## src/hdl/loader_pkg.sv

```systemverilog
package loader_pkg;
	localparam int CLK_HZ = 10000000;
	localparam int BAUD = 9600;
	localparam int BIT_CYCLES = CLK_HZ / BAUD;
	localparam int DATA_BITS = 8;
	localparam int STOP_BITS = 1;
	localparam int ERASE_MS_PER_SEG = 16 * 2;
	localparam int ERASE_CYCLES = ERASE_MS_PER_SEG * (CLK_HZ / 1000);
	localparam int PARITY_BITS = 0;
	localparam logic [7:0] SYNC_CHAR = 8'h80;
	localparam logic [7:0] ACK_CHAR = 8'h90;
	localparam logic [7:0] NACK_CHAR = 8'ha0;
	localparam logic [7:0] CHECKSUM_RESET = 8'h00;
	localparam int FIFO_DEPTH = 4;
endpackage

```

## src/hdl/byte_fifo.sv

```systemverilog
`timescale 1ns/1ps
`default_nettype none
module byte_fifo #(
	parameter int WIDTH = 8,
	parameter int DEPTH = 4
) (
	input wire logic mclk,
	input wire logic reset,
	input wire logic [WIDTH-1:0] in_data,
	input wire logic in_valid,
	output logic in_ready,
	output logic [WIDTH-1:0] out_data,
	output logic out_valid,
	input wire logic out_ready
);
	localparam int AW = $clog2(DEPTH);
	logic [WIDTH-1:0] mem [DEPTH];
	logic [AW-1:0] wr_q;
	logic [AW-1:0] rd_q;
	logic [AW:0] count_q;
	logic push;
	logic pop;

	assign in_ready = count_q != (AW+1)'(DEPTH);
	assign out_valid = count_q != '0;
	assign out_data = mem[rd_q];
	assign push = in_valid && in_ready;
	assign pop = out_valid && out_ready;

	function automatic logic [AW-1:0] step(input logic [AW-1:0] p);
		step = (p == AW'(DEPTH - 1)) ? '0 : p + 1'b1;
	endfunction

	always_ff @(posedge mclk) begin
		if (push) begin
			mem[wr_q] <= in_data;
		end
	end

	always_ff @(posedge mclk) begin
		if (reset) begin
			wr_q <= '0;
			rd_q <= '0;
			count_q <= '0;
		end else begin
			if (push) begin
				wr_q <= step(wr_q);
			end
			if (pop) begin
				rd_q <= step(rd_q);
			end
			if (push && !pop) begin
				count_q <= count_q + 1'b1;
			end else if (pop && !push) begin
				count_q <= count_q - 1'b1;
			end
		end
	end
endmodule
`default_nettype wire

```

## src/hdl/uart_firmware_update_loader.sv

```systemverilog
// What this block does
// - Serial link is 9600 baud, eight data bits, one stop bit, no parity.
// - Entry pin high at reset release selects update mode, else application.
// - After sync, erase main flash, restore vectors; host waits segments*16*2 ms.
// - Code bytes, flash size minus two, are programmed in order.
// - Last byte is the XOR checksum, not part of the code bytes.
// - Running XOR of code bytes kept in a dedicated checksum register.
// - After the checksum byte exactly one response byte is sent.
// - After a positive acknowledge the device forces its own reset.
// - Serial timing is derived from the calibrated clock.
// - User code is never written into information memory.
// - After success execution starts at the fixed application start.
`timescale 1ns/1ps
`default_nettype none
module uart_firmware_update_loader #(
	parameter int CODE_BYTES = 510,
	parameter int ADDR_W = 16,
	parameter logic [15:0] MAIN_BASE = 16'hfe00,
	parameter int NUM_SEGMENTS = 1,
	parameter int ERASE_CYCLES = NUM_SEGMENTS * loader_pkg::ERASE_CYCLES,
	parameter int BIT_CYCLES = loader_pkg::BIT_CYCLES,
	parameter logic [7:0] SYNC_CHAR = loader_pkg::SYNC_CHAR,
	parameter logic [7:0] ACK_CHAR = loader_pkg::ACK_CHAR,
	parameter logic [7:0] NACK_CHAR = loader_pkg::NACK_CHAR
) (
	input wire logic mclk,
	input wire logic reset,
	input wire logic entry_pin,
	input wire logic rxd,
	output logic txd,
	output logic update_mode,
	output logic app_start,
	output logic self_reset,
	output logic erase_req,
	output logic vectors_restore,
	input wire logic flash_busy,
	output logic prog_we,
	output logic [ADDR_W-1:0] prog_addr,
	output logic [7:0] prog_data,
	output logic [7:0] running_checksum_reg
);
	typedef enum {
		ST_START, ST_APP, ST_SYNC, ST_ERASE, ST_CODE, ST_CHECK, ST_RESP,
		ST_DONE
	} state_type;
	typedef enum {RX_IDLE, RX_START, RX_DATA, RX_STOP} rx_type;

	localparam int HALF = BIT_CYCLES / 2;
	localparam int CW = $clog2(BIT_CYCLES + 1);

	state_type state_q;
	rx_type rx_q;
	logic [CW-1:0] rx_cnt_q;
	logic [3:0] rx_bit_q;
	logic [7:0] rx_sh_q;
	logic rx_valid;
	logic [7:0] rx_byte;
	logic code_take;
	logic sync_seen;
	logic erase_last;
	logic [7:0] f_data;
	logic f_valid;
	logic f_ready;
	logic [31:0] erase_q;
	logic [15:0] idx_q;
	logic [7:0] rx_byte_q;
	logic rx_valid_q;
	logic ok_q;
	logic tx_go;
	logic tx_busy_q;
	logic [9:0] tx_sh_q;
	logic [CW-1:0] tx_cnt_q;
	logic [3:0] tx_bit_q;

	// ==========================================
	// Receiver
	always_ff @(posedge mclk) begin
		if (reset) begin
			rx_q <= RX_IDLE;
			rx_cnt_q <= '0;
			rx_bit_q <= '0;
			rx_sh_q <= '0;
			rx_valid_q <= 1'b0;
			rx_byte_q <= '0;
		end else begin
			rx_valid_q <= 1'b0;
			case (rx_q)
			RX_IDLE: begin
				if (!rxd) begin
					rx_q <= RX_START;
					rx_cnt_q <= '0;
				end
			end
			RX_START: begin
				if (rx_cnt_q == CW'(HALF)) begin
					rx_cnt_q <= '0;
					rx_bit_q <= '0;
					rx_q <= rxd ? RX_IDLE : RX_DATA;
				end else begin
					rx_cnt_q <= rx_cnt_q + 1'b1;
				end
			end
			RX_DATA: begin
				if (rx_cnt_q == CW'(BIT_CYCLES - 1)) begin
					rx_cnt_q <= '0;
					rx_sh_q <= {rxd, rx_sh_q[7:1]};
					rx_bit_q <= rx_bit_q + 1'b1;
					if (rx_bit_q == 4'(loader_pkg::DATA_BITS - 1)) begin
						rx_q <= RX_STOP;
					end
				end else begin
					rx_cnt_q <= rx_cnt_q + 1'b1;
				end
			end
			RX_STOP: begin
				if (rx_cnt_q == CW'(BIT_CYCLES - 1)) begin
					rx_q <= RX_IDLE;
					rx_valid_q <= rxd;
					rx_byte_q <= rx_sh_q;
				end else begin
					rx_cnt_q <= rx_cnt_q + 1'b1;
				end
			end
			default: rx_q <= RX_IDLE;
			endcase
		end
	end
	assign rx_valid = rx_valid_q;
	assign rx_byte = rx_byte_q;

	// ==========================================
	// Byte buffer
	byte_fifo #(.WIDTH(8), .DEPTH(loader_pkg::FIFO_DEPTH)) fifo_i (
		.mclk(mclk),
		.reset(reset),
		.in_data(rx_byte),
		.in_valid(rx_valid),
		.in_ready(),
		.out_data(f_data),
		.out_valid(f_valid),
		.out_ready(f_ready)
	);
	assign f_ready = (state_q == ST_SYNC) || (state_q == ST_CHECK)
		|| (state_q == ST_CODE && !flash_busy && !prog_we);

	// ==========================================
	// Shared decodes
	function automatic logic sum_match(input logic [7:0] got,
		input logic [7:0] acc);
		sum_match = got == acc;
	endfunction
	assign code_take = state_q == ST_CODE && f_valid && f_ready;
	assign sync_seen = f_valid && f_data == SYNC_CHAR;
	assign erase_last = erase_q == 32'(ERASE_CYCLES - 1);

	// ==========================================
	// Sequencer
	always_ff @(posedge mclk) begin
		if (reset) begin
			state_q <= ST_START;
			erase_q <= '0;
			idx_q <= '0;
			ok_q <= 1'b0;
		end else begin
			case (state_q)
			ST_START: begin
				state_q <= entry_pin ? ST_SYNC : ST_APP;
			end
			ST_APP: begin
				state_q <= ST_APP;
			end
			ST_SYNC: begin
				if (sync_seen) begin
					state_q <= ST_ERASE;
					erase_q <= '0;
				end
			end
			ST_ERASE: begin
				if (erase_last) begin
					state_q <= ST_CODE;
					idx_q <= '0;
				end else begin
					erase_q <= erase_q + 1'b1;
				end
			end
			ST_CODE: begin
				if (code_take) begin
					idx_q <= idx_q + 1'b1;
					if (idx_q == 16'(CODE_BYTES - 1)) begin
						state_q <= ST_CHECK;
					end
				end
			end
			ST_CHECK: begin
				if (f_valid) begin
					ok_q <= sum_match(f_data, running_checksum_reg);
					state_q <= ST_RESP;
				end
			end
			ST_RESP: begin
				if (!tx_busy_q && !tx_go) begin
					state_q <= ok_q ? ST_DONE : ST_SYNC;
				end
			end
			ST_DONE: state_q <= ST_DONE;
			default: state_q <= ST_START;
			endcase
		end
	end

	// ==========================================
	// Checksum and flash programming
	always_ff @(posedge mclk) begin
		if (reset) begin
			running_checksum_reg <= loader_pkg::CHECKSUM_RESET;
		end else if (state_q == ST_ERASE) begin
			running_checksum_reg <= loader_pkg::CHECKSUM_RESET;
		end else if (code_take) begin
			running_checksum_reg <= running_checksum_reg ^ f_data;
		end
	end

	always_ff @(posedge mclk) begin
		if (reset) begin
			prog_we <= 1'b0;
			prog_addr <= '0;
			prog_data <= '0;
		end else begin
			prog_we <= code_take;
			if (code_take) begin
				prog_addr <= ADDR_W'(MAIN_BASE + idx_q);
				prog_data <= f_data;
			end
		end
	end

	always_ff @(posedge mclk) begin
		if (reset) begin
			erase_req <= 1'b0;
			vectors_restore <= 1'b0;
		end else begin
			erase_req <= state_q == ST_SYNC && sync_seen;
			vectors_restore <= state_q == ST_ERASE && erase_last;
		end
	end

	// ==========================================
	// Transmitter
	assign tx_go = state_q == ST_CHECK && f_valid;
	always_ff @(posedge mclk) begin
		if (reset) begin
			tx_busy_q <= 1'b0;
			tx_sh_q <= '1;
			tx_cnt_q <= '0;
			tx_bit_q <= '0;
		end else if (tx_go) begin
			tx_busy_q <= 1'b1;
			tx_sh_q <= {1'b1, sum_match(f_data, running_checksum_reg)
				? ACK_CHAR : NACK_CHAR, 1'b0};
			tx_cnt_q <= '0;
			tx_bit_q <= '0;
		end else if (tx_busy_q) begin
			if (tx_cnt_q == CW'(BIT_CYCLES - 1)) begin
				tx_cnt_q <= '0;
				tx_sh_q <= {1'b1, tx_sh_q[9:1]};
				tx_bit_q <= tx_bit_q + 1'b1;
				if (tx_bit_q == 4'(loader_pkg::DATA_BITS + 1)) begin
					tx_busy_q <= 1'b0;
				end
			end else begin
				tx_cnt_q <= tx_cnt_q + 1'b1;
			end
		end
	end

	// ==========================================
	// Outputs
	always_ff @(posedge mclk) begin
		if (reset) begin
			txd <= 1'b1;
		end else begin
			txd <= tx_sh_q[0];
		end
	end

	always_ff @(posedge mclk) begin
		if (reset) begin
			update_mode <= 1'b0;
			app_start <= 1'b0;
			self_reset <= 1'b0;
		end else begin
			update_mode <= state_q != ST_START && state_q != ST_APP
				&& state_q != ST_DONE;
			app_start <= state_q == ST_APP;
			self_reset <= state_q == ST_DONE;
		end
	end
endmodule
`default_nettype wire

```

## config.mk

```make
export PLATFORM = sky130hd
export DESIGN_NAME = uart_firmware_update_loader
export DESIGN_NICKNAME = d
export VERILOG_FILES = /design/src/hdl/loader_pkg.sv /design/src/hdl/byte_fifo.sv /design/src/hdl/uart_firmware_update_loader.sv
export SDC_FILE = /design/constraint.sdc
export NUM_CORES = 1
export LEC_CHECK = 0
export BUFFER_PORTS_ARGS = -buffer_cell sky130_fd_sc_hd__buf_2
export CAP_MARGIN = 20
export CORE_UTILIZATION = 55
export CTS_CLUSTER_SIZE = 12
export DETAILED_ROUTE_END_ITERATION = 7
export GPL_TIMING_DRIVEN = 0
export PLACE_DENSITY = 0.84
export SYNTH_ARGS = -nofsm -noshare
export SYNTH_HDL_FRONTEND = slang
export SYNTH_SLANG_ARGS = --single-unit
```

## constraint.sdc

```tcl
create_clock -name mclk -period 2.4 [get_ports mclk]
set_input_delay 0.72 -clock mclk [delete_from_list [all_inputs] [get_ports mclk]]
set_output_delay 0.72 -clock mclk [all_outputs]
set_load 0.02 [all_outputs]
```

==> results.cfg, run 1 <==
[status]
status = finished, violations left
failed_checks = design-rule violations, negative setup slack

[detailed_routing]
drt_iter0_markers = 588
remaining_drc_errors = 4
routed_wl_mm = 20.4
wl_per_cell_um = 17.5
ant_nets = 0
vias_per_cell = 6.00
vias = 7013
drt_first_pass_iters = 8

[worst_hold_path]
holdCritStartpoint = prog_data[4]
hold_class = reg2reg

[worst_setup_path]
crit_path_end = erase_q[2]
cp_num_buf_inv = 1
timing.rr.end = erase_q[2]
reg2reg_slack_ps = -270
slowest_stage = dfxtp_1
arrival_ps = 2990
crit_cells = 7
worstPathCellList = nor4b_1 > nand4_1 > o21ai_1 > clkbuf_2 > a21boi_2 > xnor2_1 > nor2_1
critPathRequiredTime_ps = 2730
critPathKind = reg2reg
critPathCaptureType = flip-flop
cpLargestDelayFamily = simple AND/OR/NAND/NOR gates
critPathMaxFanout = 10
slowest_delay_ps = 520
startpoint = erase_q[13]
reg2reg_from = erase_q[13]
rr_worst_depth = 7
critPathLaunchType = flip-flop

[die]
die_w_um = 125
core_um2 = 14600
start_util_pct = 56.7
rows = 44
die-area_um2 = 15600
ios = 44
die_h_um = 125

[sta]
tightest_slew_ps = 683
max_freq_mhz = 375
clock_skew_ps = 15.6
fin_crit_sh_pct = 111
slew_headroom_pct = 54.1
finalHoldViolations = 0
setup_ws_ps = -265
rsz0062_at_grt = yes
slew_viol_final = 0
setup_violations = 45
period_minus_slack_ps = 2670

[grt]
grt.overflow.total = 0
grtUsageTotal_pct = 25.4
grt_pass1_wl_mm = 31.9
grt_start_max_net_pins = 21
grt_pass1_vias = 6507
antenna_found_initial = 0

[clock_tree]
htreeDepth = 4
cts_sinks = 190
ctsHoldBuffers = 0
cts_root_buf = clkbuf_16
cts_inserted_buffers = 17
cts_tree = done
clock_latency_ps = 440
clk_pin_slew_ps = 80
clock_path_buffers = 2

[logic_synthesis]
yosysMostFrequentCell = dfxtp_1
syn_nets = 905
synth_cell_types = 58
synth-seq-cells = 190
yosys_warnings = 0
ys.flop_type = dfxtp_1
yosysSeqAreaShare_pct = 49.6
synth_top_cells_by_area = dfxtp_1, edfxtp_1, nor2_1
synth-async-reset-ratio_pct = 0
avgSynthCellArea_um2 = 9.43
synth_top_cell_area_share_pct = 38.1
synth_area_leader_cell = dfxtp_1
syn_area_um2 = 8310
yosys-top-cells-count = dfxtp_1, nor2_1, nand2_1
synthCells = 881
synth-edff-count = 32

[power_and_ir_drop]
combPwrFrac_pct = 12.9
swShare_pct = 28.4
p_clk_share_pct = 40.2
p_leak_nw = 3.68
seqPwrFrac_pct = 46.9
ir_drop_mv = 0.580
internal_power_w = 0.00514
p_sw_w = 0.00204
p_per_area_nw_per_um2 = 709

[placement]
gp_congestion = 0.890
dpl_cell_area_um2 = 8760
dp_hpwl_mm = 12.4
portBuffers = 43
pre_cts_slack_ps = -523

[finish]
seqCellArea_um2 = 4140
n_antenna_cell = 0
fin_area_um2 = 10100
fillCellCount = 1029
multi_input_area_um2 = 4360
drive_above_1_share_pct = 20.1
reg.largest.list = erase_q: 32 flops, fifo_i.mem: 32 flops
nNetsFinal = 996
area_growth_pct = 21.8

[job]
drv_cap = 0
## per-layer routing
layer  global-route usage, %  routed length, um  vias up
li1                        -                  -     3312
met4                    9.61                640        0
met2                    43.0              10100      294
met5                       0                  0        -
met1                    32.6               8400     3343
met3                    4.25               1290       64
## worst min path at each step
| stage | end | cells past startpoint |
|---|---|---|
| floorplan | txd | 1 |
| global placement | txd | 1 |
| detailed placement | txd | 1 |
| CTS | prog_data[4] | 2 |
| global route | prog_addr[7] | 2 |
| finish | prog_data[4] | 2 |
## power groups by stage
stage	Clock, W	Combinational [W]	Sequential (W)
6_report	0.00288	0.000925	0.00337
5_1_grt	0.00303	0.000976	0.00338
4_1_cts	0.00289	0.000792	0.00335
3_5_place_dp	0	0.000639	0.00339
3_3_place_gp	0	0.000629	0.00339
2_1_floorplan	0	0.000465	0.00340
## repair_timing
item	4_1_cts	5_1_grt
setup endpoints to repair	94	84
gates cloned	3	1
pin swaps	30	29
buffers inserted	19	9
gates resized for setup	72	66
## layout by cell type, fill, tap and decap left out, types with 28 or more instances in the layout
| cell | synthesis | routed |
|---|---|---|
| a21oi_1 | 64 | 52 |
| buf_2 | 2 | 45 |
| dfxtp_1 | 158 | 152 |
| edfxtp_1 | 32 | 32 |
| mux2i_1 | 28 | 28 |
| nand2_1 | 79 | 74 |
| nor2_1 | 115 | 114 |
| o21ai_0 | 36 | 28 |
| xnor2_1 | 31 | 30 |
| xor2_1 | 33 | 33 |
## cells by family (layout without fill, tap and decap cells)
logic type / after synthesis / count (layout) / synth area share (%)
XOR/XNOR: 64 / 64 / 6.75
multiplexers: 37 / 37 / 5.68
adder cells (fa/ha/maj): 19 / 19 / 2.95
AND/OR/NAND/NOR: 361 / 361 / 21.6
flip-flops: 190 / 190 / 49.6
AO/OA/AOI/OAI: 145 / 147 / 10.3
buffers and inverters: 65 / 167 / 3.06
## final cells by class
cell class / instances / area share (%)
Buffer: 35 / 2.02
Clock buffer: 18 / 4.24
Clock inverter: 14 / 1.72
Inverter: 27 / 1.00
Multi-Input combinational cell: 628 / 43.1
Sequential cell: 190 / 40.9
Tap cell: 184 / 2.27
Timing Repair Buffer: 73 / 4.78
## per-stage QoR
| stage | power [W] | cells | setup TNS [ps] | hold slack (ps) | utilization [%] |
|---|---|---|---|---|---|
| after global routing | 0.00739 | 1169 | -10600 | 480 | 69.1 |
| after CTS | 0.00704 | 1159 | -1340 | 457 | 66.9 |
| after floorplan | 0.00386 | 881 | 0 | 416 | - |
| final | 0.00718 | 1169 | -7490 | 456 | 69.1 |
| after global placement | 0.00402 | 1108 | -20590 | 443 | 59.8 |
| after detailed placement | 0.00403 | 1108 | -21720 | 440 | 59.8 |
## worst reg2reg max path: stages (launching register included)
cell and delay [ps]:
dfxtp_1 520, nor4b_1 470, nand4_1 330, o21ai_1 400, clkbuf_2 470, a21boi_2 110, xnor2_1 180, nor2_1 70
Note: power is estimated with default switching activity, not from simulation.
==> run 2, diff against run 1 <==
--- a/config.mk
+++ b/config.mk
@@ -12,6 +12,7 @@
 export DETAILED_ROUTE_END_ITERATION = 7
 export GPL_TIMING_DRIVEN = 0
 export PLACE_DENSITY = 0.84
+export REMOVE_ABC_BUFFERS = 1
 export SYNTH_ARGS = -nofsm -noshare
 export SYNTH_HDL_FRONTEND = slang
 export SYNTH_SLANG_ARGS = --single-unit
==> run 2 against run 1 <==
Against the previous run:
- the run still ends with design-rule violations, negative setup slack left
- clock skew shrank 8.8 ps
- combinational power shrank 9.3%
- clock-buffer cell count grew 2
- cell area is essentially flat
- first-iteration DRC count grew 60%
- critical path type unchanged
- critical endpoint is now erase_q[19]
- largest power group unchanged
==> results.cfg, run 2 (synthesized netlist as in run 1, its figures left out) <==
[clock_tree]
htreeDepth = 4
cts_inserted_buffers = 17
clock_latency_ps = 440
cts_tree = done
clk_pin_slew_ps = 70
cts_sinks = 190
clock_path_buffers = 2
cts_root_buf = clkbuf_16

[power_and_ir_drop]
seqPwrFrac_pct = 47.1
p_leak_nw = 3.64
internal_power_w = 0.00536
swShare_pct = 25.3
combPwrFrac_pct = 11.7
p_sw_w = 0.00182
p_clk_share_pct = 41.2
power_w = 0.00718
ir_drop_mv = 0.665
p_per_area_nw_per_um2 = 709

[worst_setup_path]
critPathMaxFanout = 8
critPathKind = reg2reg
reg2reg_slack_ps = -250
critPathLaunchType = flip-flop
cpLargestDelayFamily = multiplexers
arrival_ps = 2970
cpMostUsedCell = buf_4
critPathCaptureType = flip-flop
slowest_stage = mux4_2
cp_num_buf_inv = 3
worstPathCellList = mux4_2 > nor4b_4 > buf_4 > nand4b_1 > buf_6 > buf_4 > a211oi_2 > xnor2_1 > nor2_1
slowest_delay_ps = 580
critPathRequiredTime_ps = 2720

[finish]
drive_above_1_share_pct = 21.5
layout_common_cells = dfxtp_1, nor2_1, nand2_1
area_growth_pct = 21.9
n_antenna_cell = 0
nNetsFinal = 980
utilization_pct = 69.2
reg.largest.list = erase_q: 32 flops, fifo_i.mem: 32 flops
final_common_cell = dfxtp_1

[die]
die_w_um = 125
ios = 44
die_h_um = 125
core_um2 = 14600
rows = 44
start_util_pct = 56.7
die-area_um2 = 15600

[detailed_routing]
remaining_drc_errors = 10
drt_iter0_markers = 943
routed_wl_mm = 21.2
ant_nets = 0
vias_per_cell = 6.18
wl_per_cell_um = 18.4
drt_first_pass_iters = 8
vias = 7122

[status]
failed_checks = design-rule violations, negative setup slack
status = finished, violations left

[sta]
fin_crit_sh_pct = 111
setup_violations = 34
setup_ws_ps = -252
clock_skew_ps = 6.83
finalHoldViolations = 0
max_freq_mhz = 377
slew_headroom_pct = 38.4
slew_viol_final = 0
period_minus_slack_ps = 2650
rsz0062_at_grt = yes
tightest_slew_ps = 924

[placement]
gp_congestion = 0.837
dp_hpwl_mm = 10.9
portBuffers = 43
pre_cts_slack_ps = -1050

[job]
drv_cap = 0

[grt]
grtUsageMet3_pct = 5.71
met1_usage_pct = 29.1
grt.overflow.total = 0
grt_pass1_vias = 6292
grt_pass1_wl_mm = 30.2
grt_start_max_net_pins = 84
gr-usage-met2_pct = 40.6
top_usage_layer = met2
antenna_found_initial = 0
grtUsageTotal_pct = 24.1

[worst_hold_path]
holdCritStartpoint = prog_addr[3]
hold_class = reg2reg
-- run 2: cell types whose count changed in the layout (fill, tap and decap cells not counted), moves of 4 or more --
cell,change
inv_8,-5
dfxtp_4,+4
dfxtp_2,+4
clkbuf_1,-20
buf_4,+17
dfxtp_1,-8
nand2_1,+4
nor4_2,+5
clkbuf_2,-4
-- run 2: power by group through the flow --
stage                     Sequential, W  Clock [W]  Combinational [W]
after floorplan                 0.00345          0           0.000370
after global placement          0.00345          0           0.000514
after detailed placement        0.00345          0           0.000527
after CTS                       0.00337    0.00297           0.000676
after global routing            0.00339    0.00311           0.000888
final                           0.00338    0.00296           0.000839
-- run 2: worst paths after layout --
| kind | endpoint | cells after the start |
|---|---|---|
| worst max register to register | erase_q[19] | 9 |
| worst min-delay path | prog_addr[3] | 2 |
| worst max-delay path | erase_q[19] | 9 |
| worst min register to register | prog_addr[3] | 2 |
-- run 2: metrics by stage --
stage / std cells / cell area, um2 / hold WS, ps / TNS, ps
final: 1153 / 10100 / 453 / -3660
after global routing: 1153 / 10100 / 476 / -5630
after detailed placement: 1073 / 8640 / 443 / -46710
after floorplan: 843 / 8160 / 416 / -8750
after CTS: 1127 / 9630 / 456 / -865
after global placement: 1070 / 8600 / 434 / -79310
-- run 2: metal layers --
layer	part of all wire, %	vias to the layer above
met5	0	-
met4	4.7	0
met3	7.3	108
met2	48	371
met1	40	3359
li1	-	3284
-- run 2: timing repair --
action	in CTS	in global routing
pin swaps	18	31
gates resized for setup	49	67
endpoints found under the setup margin	86	77
cloned	1	3
setup buffers	21	23
hold buffers	0	0
-- run 2: layout make-up --
| cell class | count | area, um2 |
|---|---|---|
| clock inverters | 12 | 168 |
| repair buffers | 91 | 649 |
| inverters | 27 | 108 |
| clock buffers | 20 | 447 |
| fillers | 993 | 4520 |
| multi-input cells | 629 | 4370 |
| well taps | 184 | 230 |
| flip-flops and latches | 190 | 4160 |
-- run 2: tightest hold or removal path, stage by stage (launching register included) --
cell and delay [ps]:
dfxtp_1 310, nand2_1 50, a21oi_1 50
==> run 3, diff against run 2 <==
--- a/config.mk
+++ b/config.mk
@@ -7,12 +7,12 @@
 export LEC_CHECK = 0
 export BUFFER_PORTS_ARGS = -buffer_cell sky130_fd_sc_hd__buf_2
 export CAP_MARGIN = 20
+export CORE_MARGIN = 8
 export CORE_UTILIZATION = 55
 export CTS_CLUSTER_SIZE = 12
 export DETAILED_ROUTE_END_ITERATION = 7
 export GPL_TIMING_DRIVEN = 0
 export PLACE_DENSITY = 0.84
-export REMOVE_ABC_BUFFERS = 1
 export SYNTH_ARGS = -nofsm -noshare
 export SYNTH_HDL_FRONTEND = slang
 export SYNTH_SLANG_ARGS = --single-unit
==> run 3 against run 2 <==
Against the previous run:
- the flow finishes with violations (negative setup slack)
- first-iteration DRC count down 38%
- clock skew up 6.2 ps
- sequential power about the same
- combinational power up 25%
- non-clock buffer count increased by 32
- critical path depth is 1 lower
- power increased by 2.5%
- fmax is 2.4% lower
- core utilization is 0.64 points lower
- clock power is essentially flat
- routed wire length grew 3.7%
- critical endpoint is now erase_q[18]
- largest power group unchanged
==> results.cfg, run 3 (synthesized netlist as in run 1, its figures left out) <==
[die]
die-area_um2 = 19300
core_um2 = 15000
ios = 44
die_h_um = 139
die_w_um = 139
rows = 45
start_util_pct = 55.5

[clock_tree]
htreeDepth = 4
cts_sinks = 190
cts_tree = done
clk_pin_slew_ps = 80
cts_root_buf = clkbuf_16
cts_inserted_buffers = 17
clock_path_buffers = 2
clock_latency_ps = 440

[worst_hold_path]
hold_depth = 2
hold_class = reg2reg

[placement]
dp_hpwl_mm = 12.8
dpl_cell_area_um2 = 8760
portBuffers = 43
pre_cts_slack_ps = -561
gp_congestion = 0.898

[worst_setup_path]
critPathMaxFanout = 8
worstPathCellList = buf_12 > mux4_2 > nor4b_4 > and3_4 > o2111ai_4 > buf_4 > o21ai_0 > a21oi_2
arrival_ps = 3030
critPathRequiredTime_ps = 2710
critPathLaunchType = flip-flop
slowest_delay_ps = 560
critPathKind = reg2reg
rr_worst_depth = 8
slowest_stage = mux4_2
critPathCaptureType = flip-flop

[finish]
fin_area_um2 = 10300
drive_above_1_share_pct = 21.1
final_common_cell = dfxtp_1
reg.largest.list = erase_q: 32 flops, fifo_i.mem: 32 flops
nNetsFinal = 1010
area_growth_pct = 23.5
layout_common_cells = dfxtp_1, nor2_1, nand2_1
n_antenna_cell = 0
fillCellCount = 1037

[sta]
fin_crit_sh_pct = 113
finalHoldViolations = 0
setup_ws_ps = -318
period_minus_slack_ps = 2720
tightest_slew_ps = 699
setup_violations = 39
fin_tns_setup_ps = -5380
clock_skew_ps = 13.0
max_freq_mhz = 368
rsz0062_at_grt = yes
slew_headroom_pct = 53.1
holdWs_ps = 452
slew_viol_final = 0

[grt]
grt_start_max_net_pins = 20
top_usage_layer = met2
grt_pass1_vias = 6683
grtUsageMet3_pct = 4.92
grtUsageTotal_pct = 20.3
grt.overflow.total = 0
antenna_found_initial = 0
grt_pass1_wl_mm = 32.4
met1_usage_pct = 23.9
gr-usage-met2_pct = 34.9

[power_and_ir_drop]
ir_drop_mv = 0.581
p_leak_nw = 3.75
p_per_area_nw_per_um2 = 718

[detailed_routing]
routed_wl_mm = 22.0
vias = 7201
ant_nets = 0
vias_per_cell = 6.07
wl_per_cell_um = 18.5
drt_iter0_markers = 587
remaining_drc_errors = 0
drt_first_pass_iters = 5

[status]
status = finished, violations left
failed_checks = negative setup slack

[job]
drv_cap = 0
-- run 3: changes by cell type in the layout (fill, tap and decap cells not counted), moves of 5 or more --
cell,delta
buf_4,-5
buf_6,+6
clkbuf_1,+18
dfxtp_1,+7
inv_8,+5
nor4_2,-5
o21ai_1,+6
-- run 3: worst paths after layout --
check / start / endpoint / slack, ps
max: flip-flop / erase_q[18] / -320
min: prog_addr[5] / prog_addr[5] / 450
max reg2reg: flip-flop / erase_q[18] / -320
min reg2reg: prog_addr[5] / prog_addr[5] / 450
-- run 3: routing by layer --
layer / wire length, um / vias to the layer above
li1: - / 3333
met1: 8590 / 3463
met2: 11100 / 318
met3: 1480 / 87
met4: 796 / 0
met5: 0 / -
-- run 3: area by class of cell --
type | count | area, um2 | area share, %
clock buffers | 17 | 425 | 4.15
clock inverters | 15 | 194 | 1.89
plain buffers | 34 | 219 | 2.13
flip-flops and latches | 190 | 4140 | 40.3
repair buffers | 89 | 623 | 6.07
multi-input cells | 627 | 4320 | 42.1
inverters | 27 | 105 | 1.02
well taps | 188 | 235 | 2.29
-- run 3: worst max-delay path: cells and delay by family, from the launching register on --
kind	cells	cell delay [ps]
buf+inv	2	370
compound gates	3	570
simple gates	2	730
flops	1	360
mux	1	560
-- run 3: stage by stage --
| step | cells | total power, W | utilization [%] |
|---|---|---|---|
| finish | 1187 | 0.00736 | 68.5 |
| global route | 1187 | 0.00758 | 68.5 |
| CTS | 1160 | 0.00713 | 65.3 |
| detailed placement | 1112 | 0.00403 | 58.5 |
| global placement | 1112 | 0.00402 | 58.5 |
| floorplan | 881 | 0.00386 | - |
-- run 3: power breakdown --
part | total [W] | switching (W) | internal [W]
registers | 0.00336 | 0.0000673 | 0.00329
logic | 0.00105 | 0.000635 | 0.000414
clock network | 0.00296 | 0.00136 | 0.00160
-- run 3: what timing repair did --
action	CTS	global route
pin swaps	30	28
buffers inserted	17	25
gates cloned	2	3
resized for setup	61	82
setup endpoints to repair	89	87
hold buffers	0	0
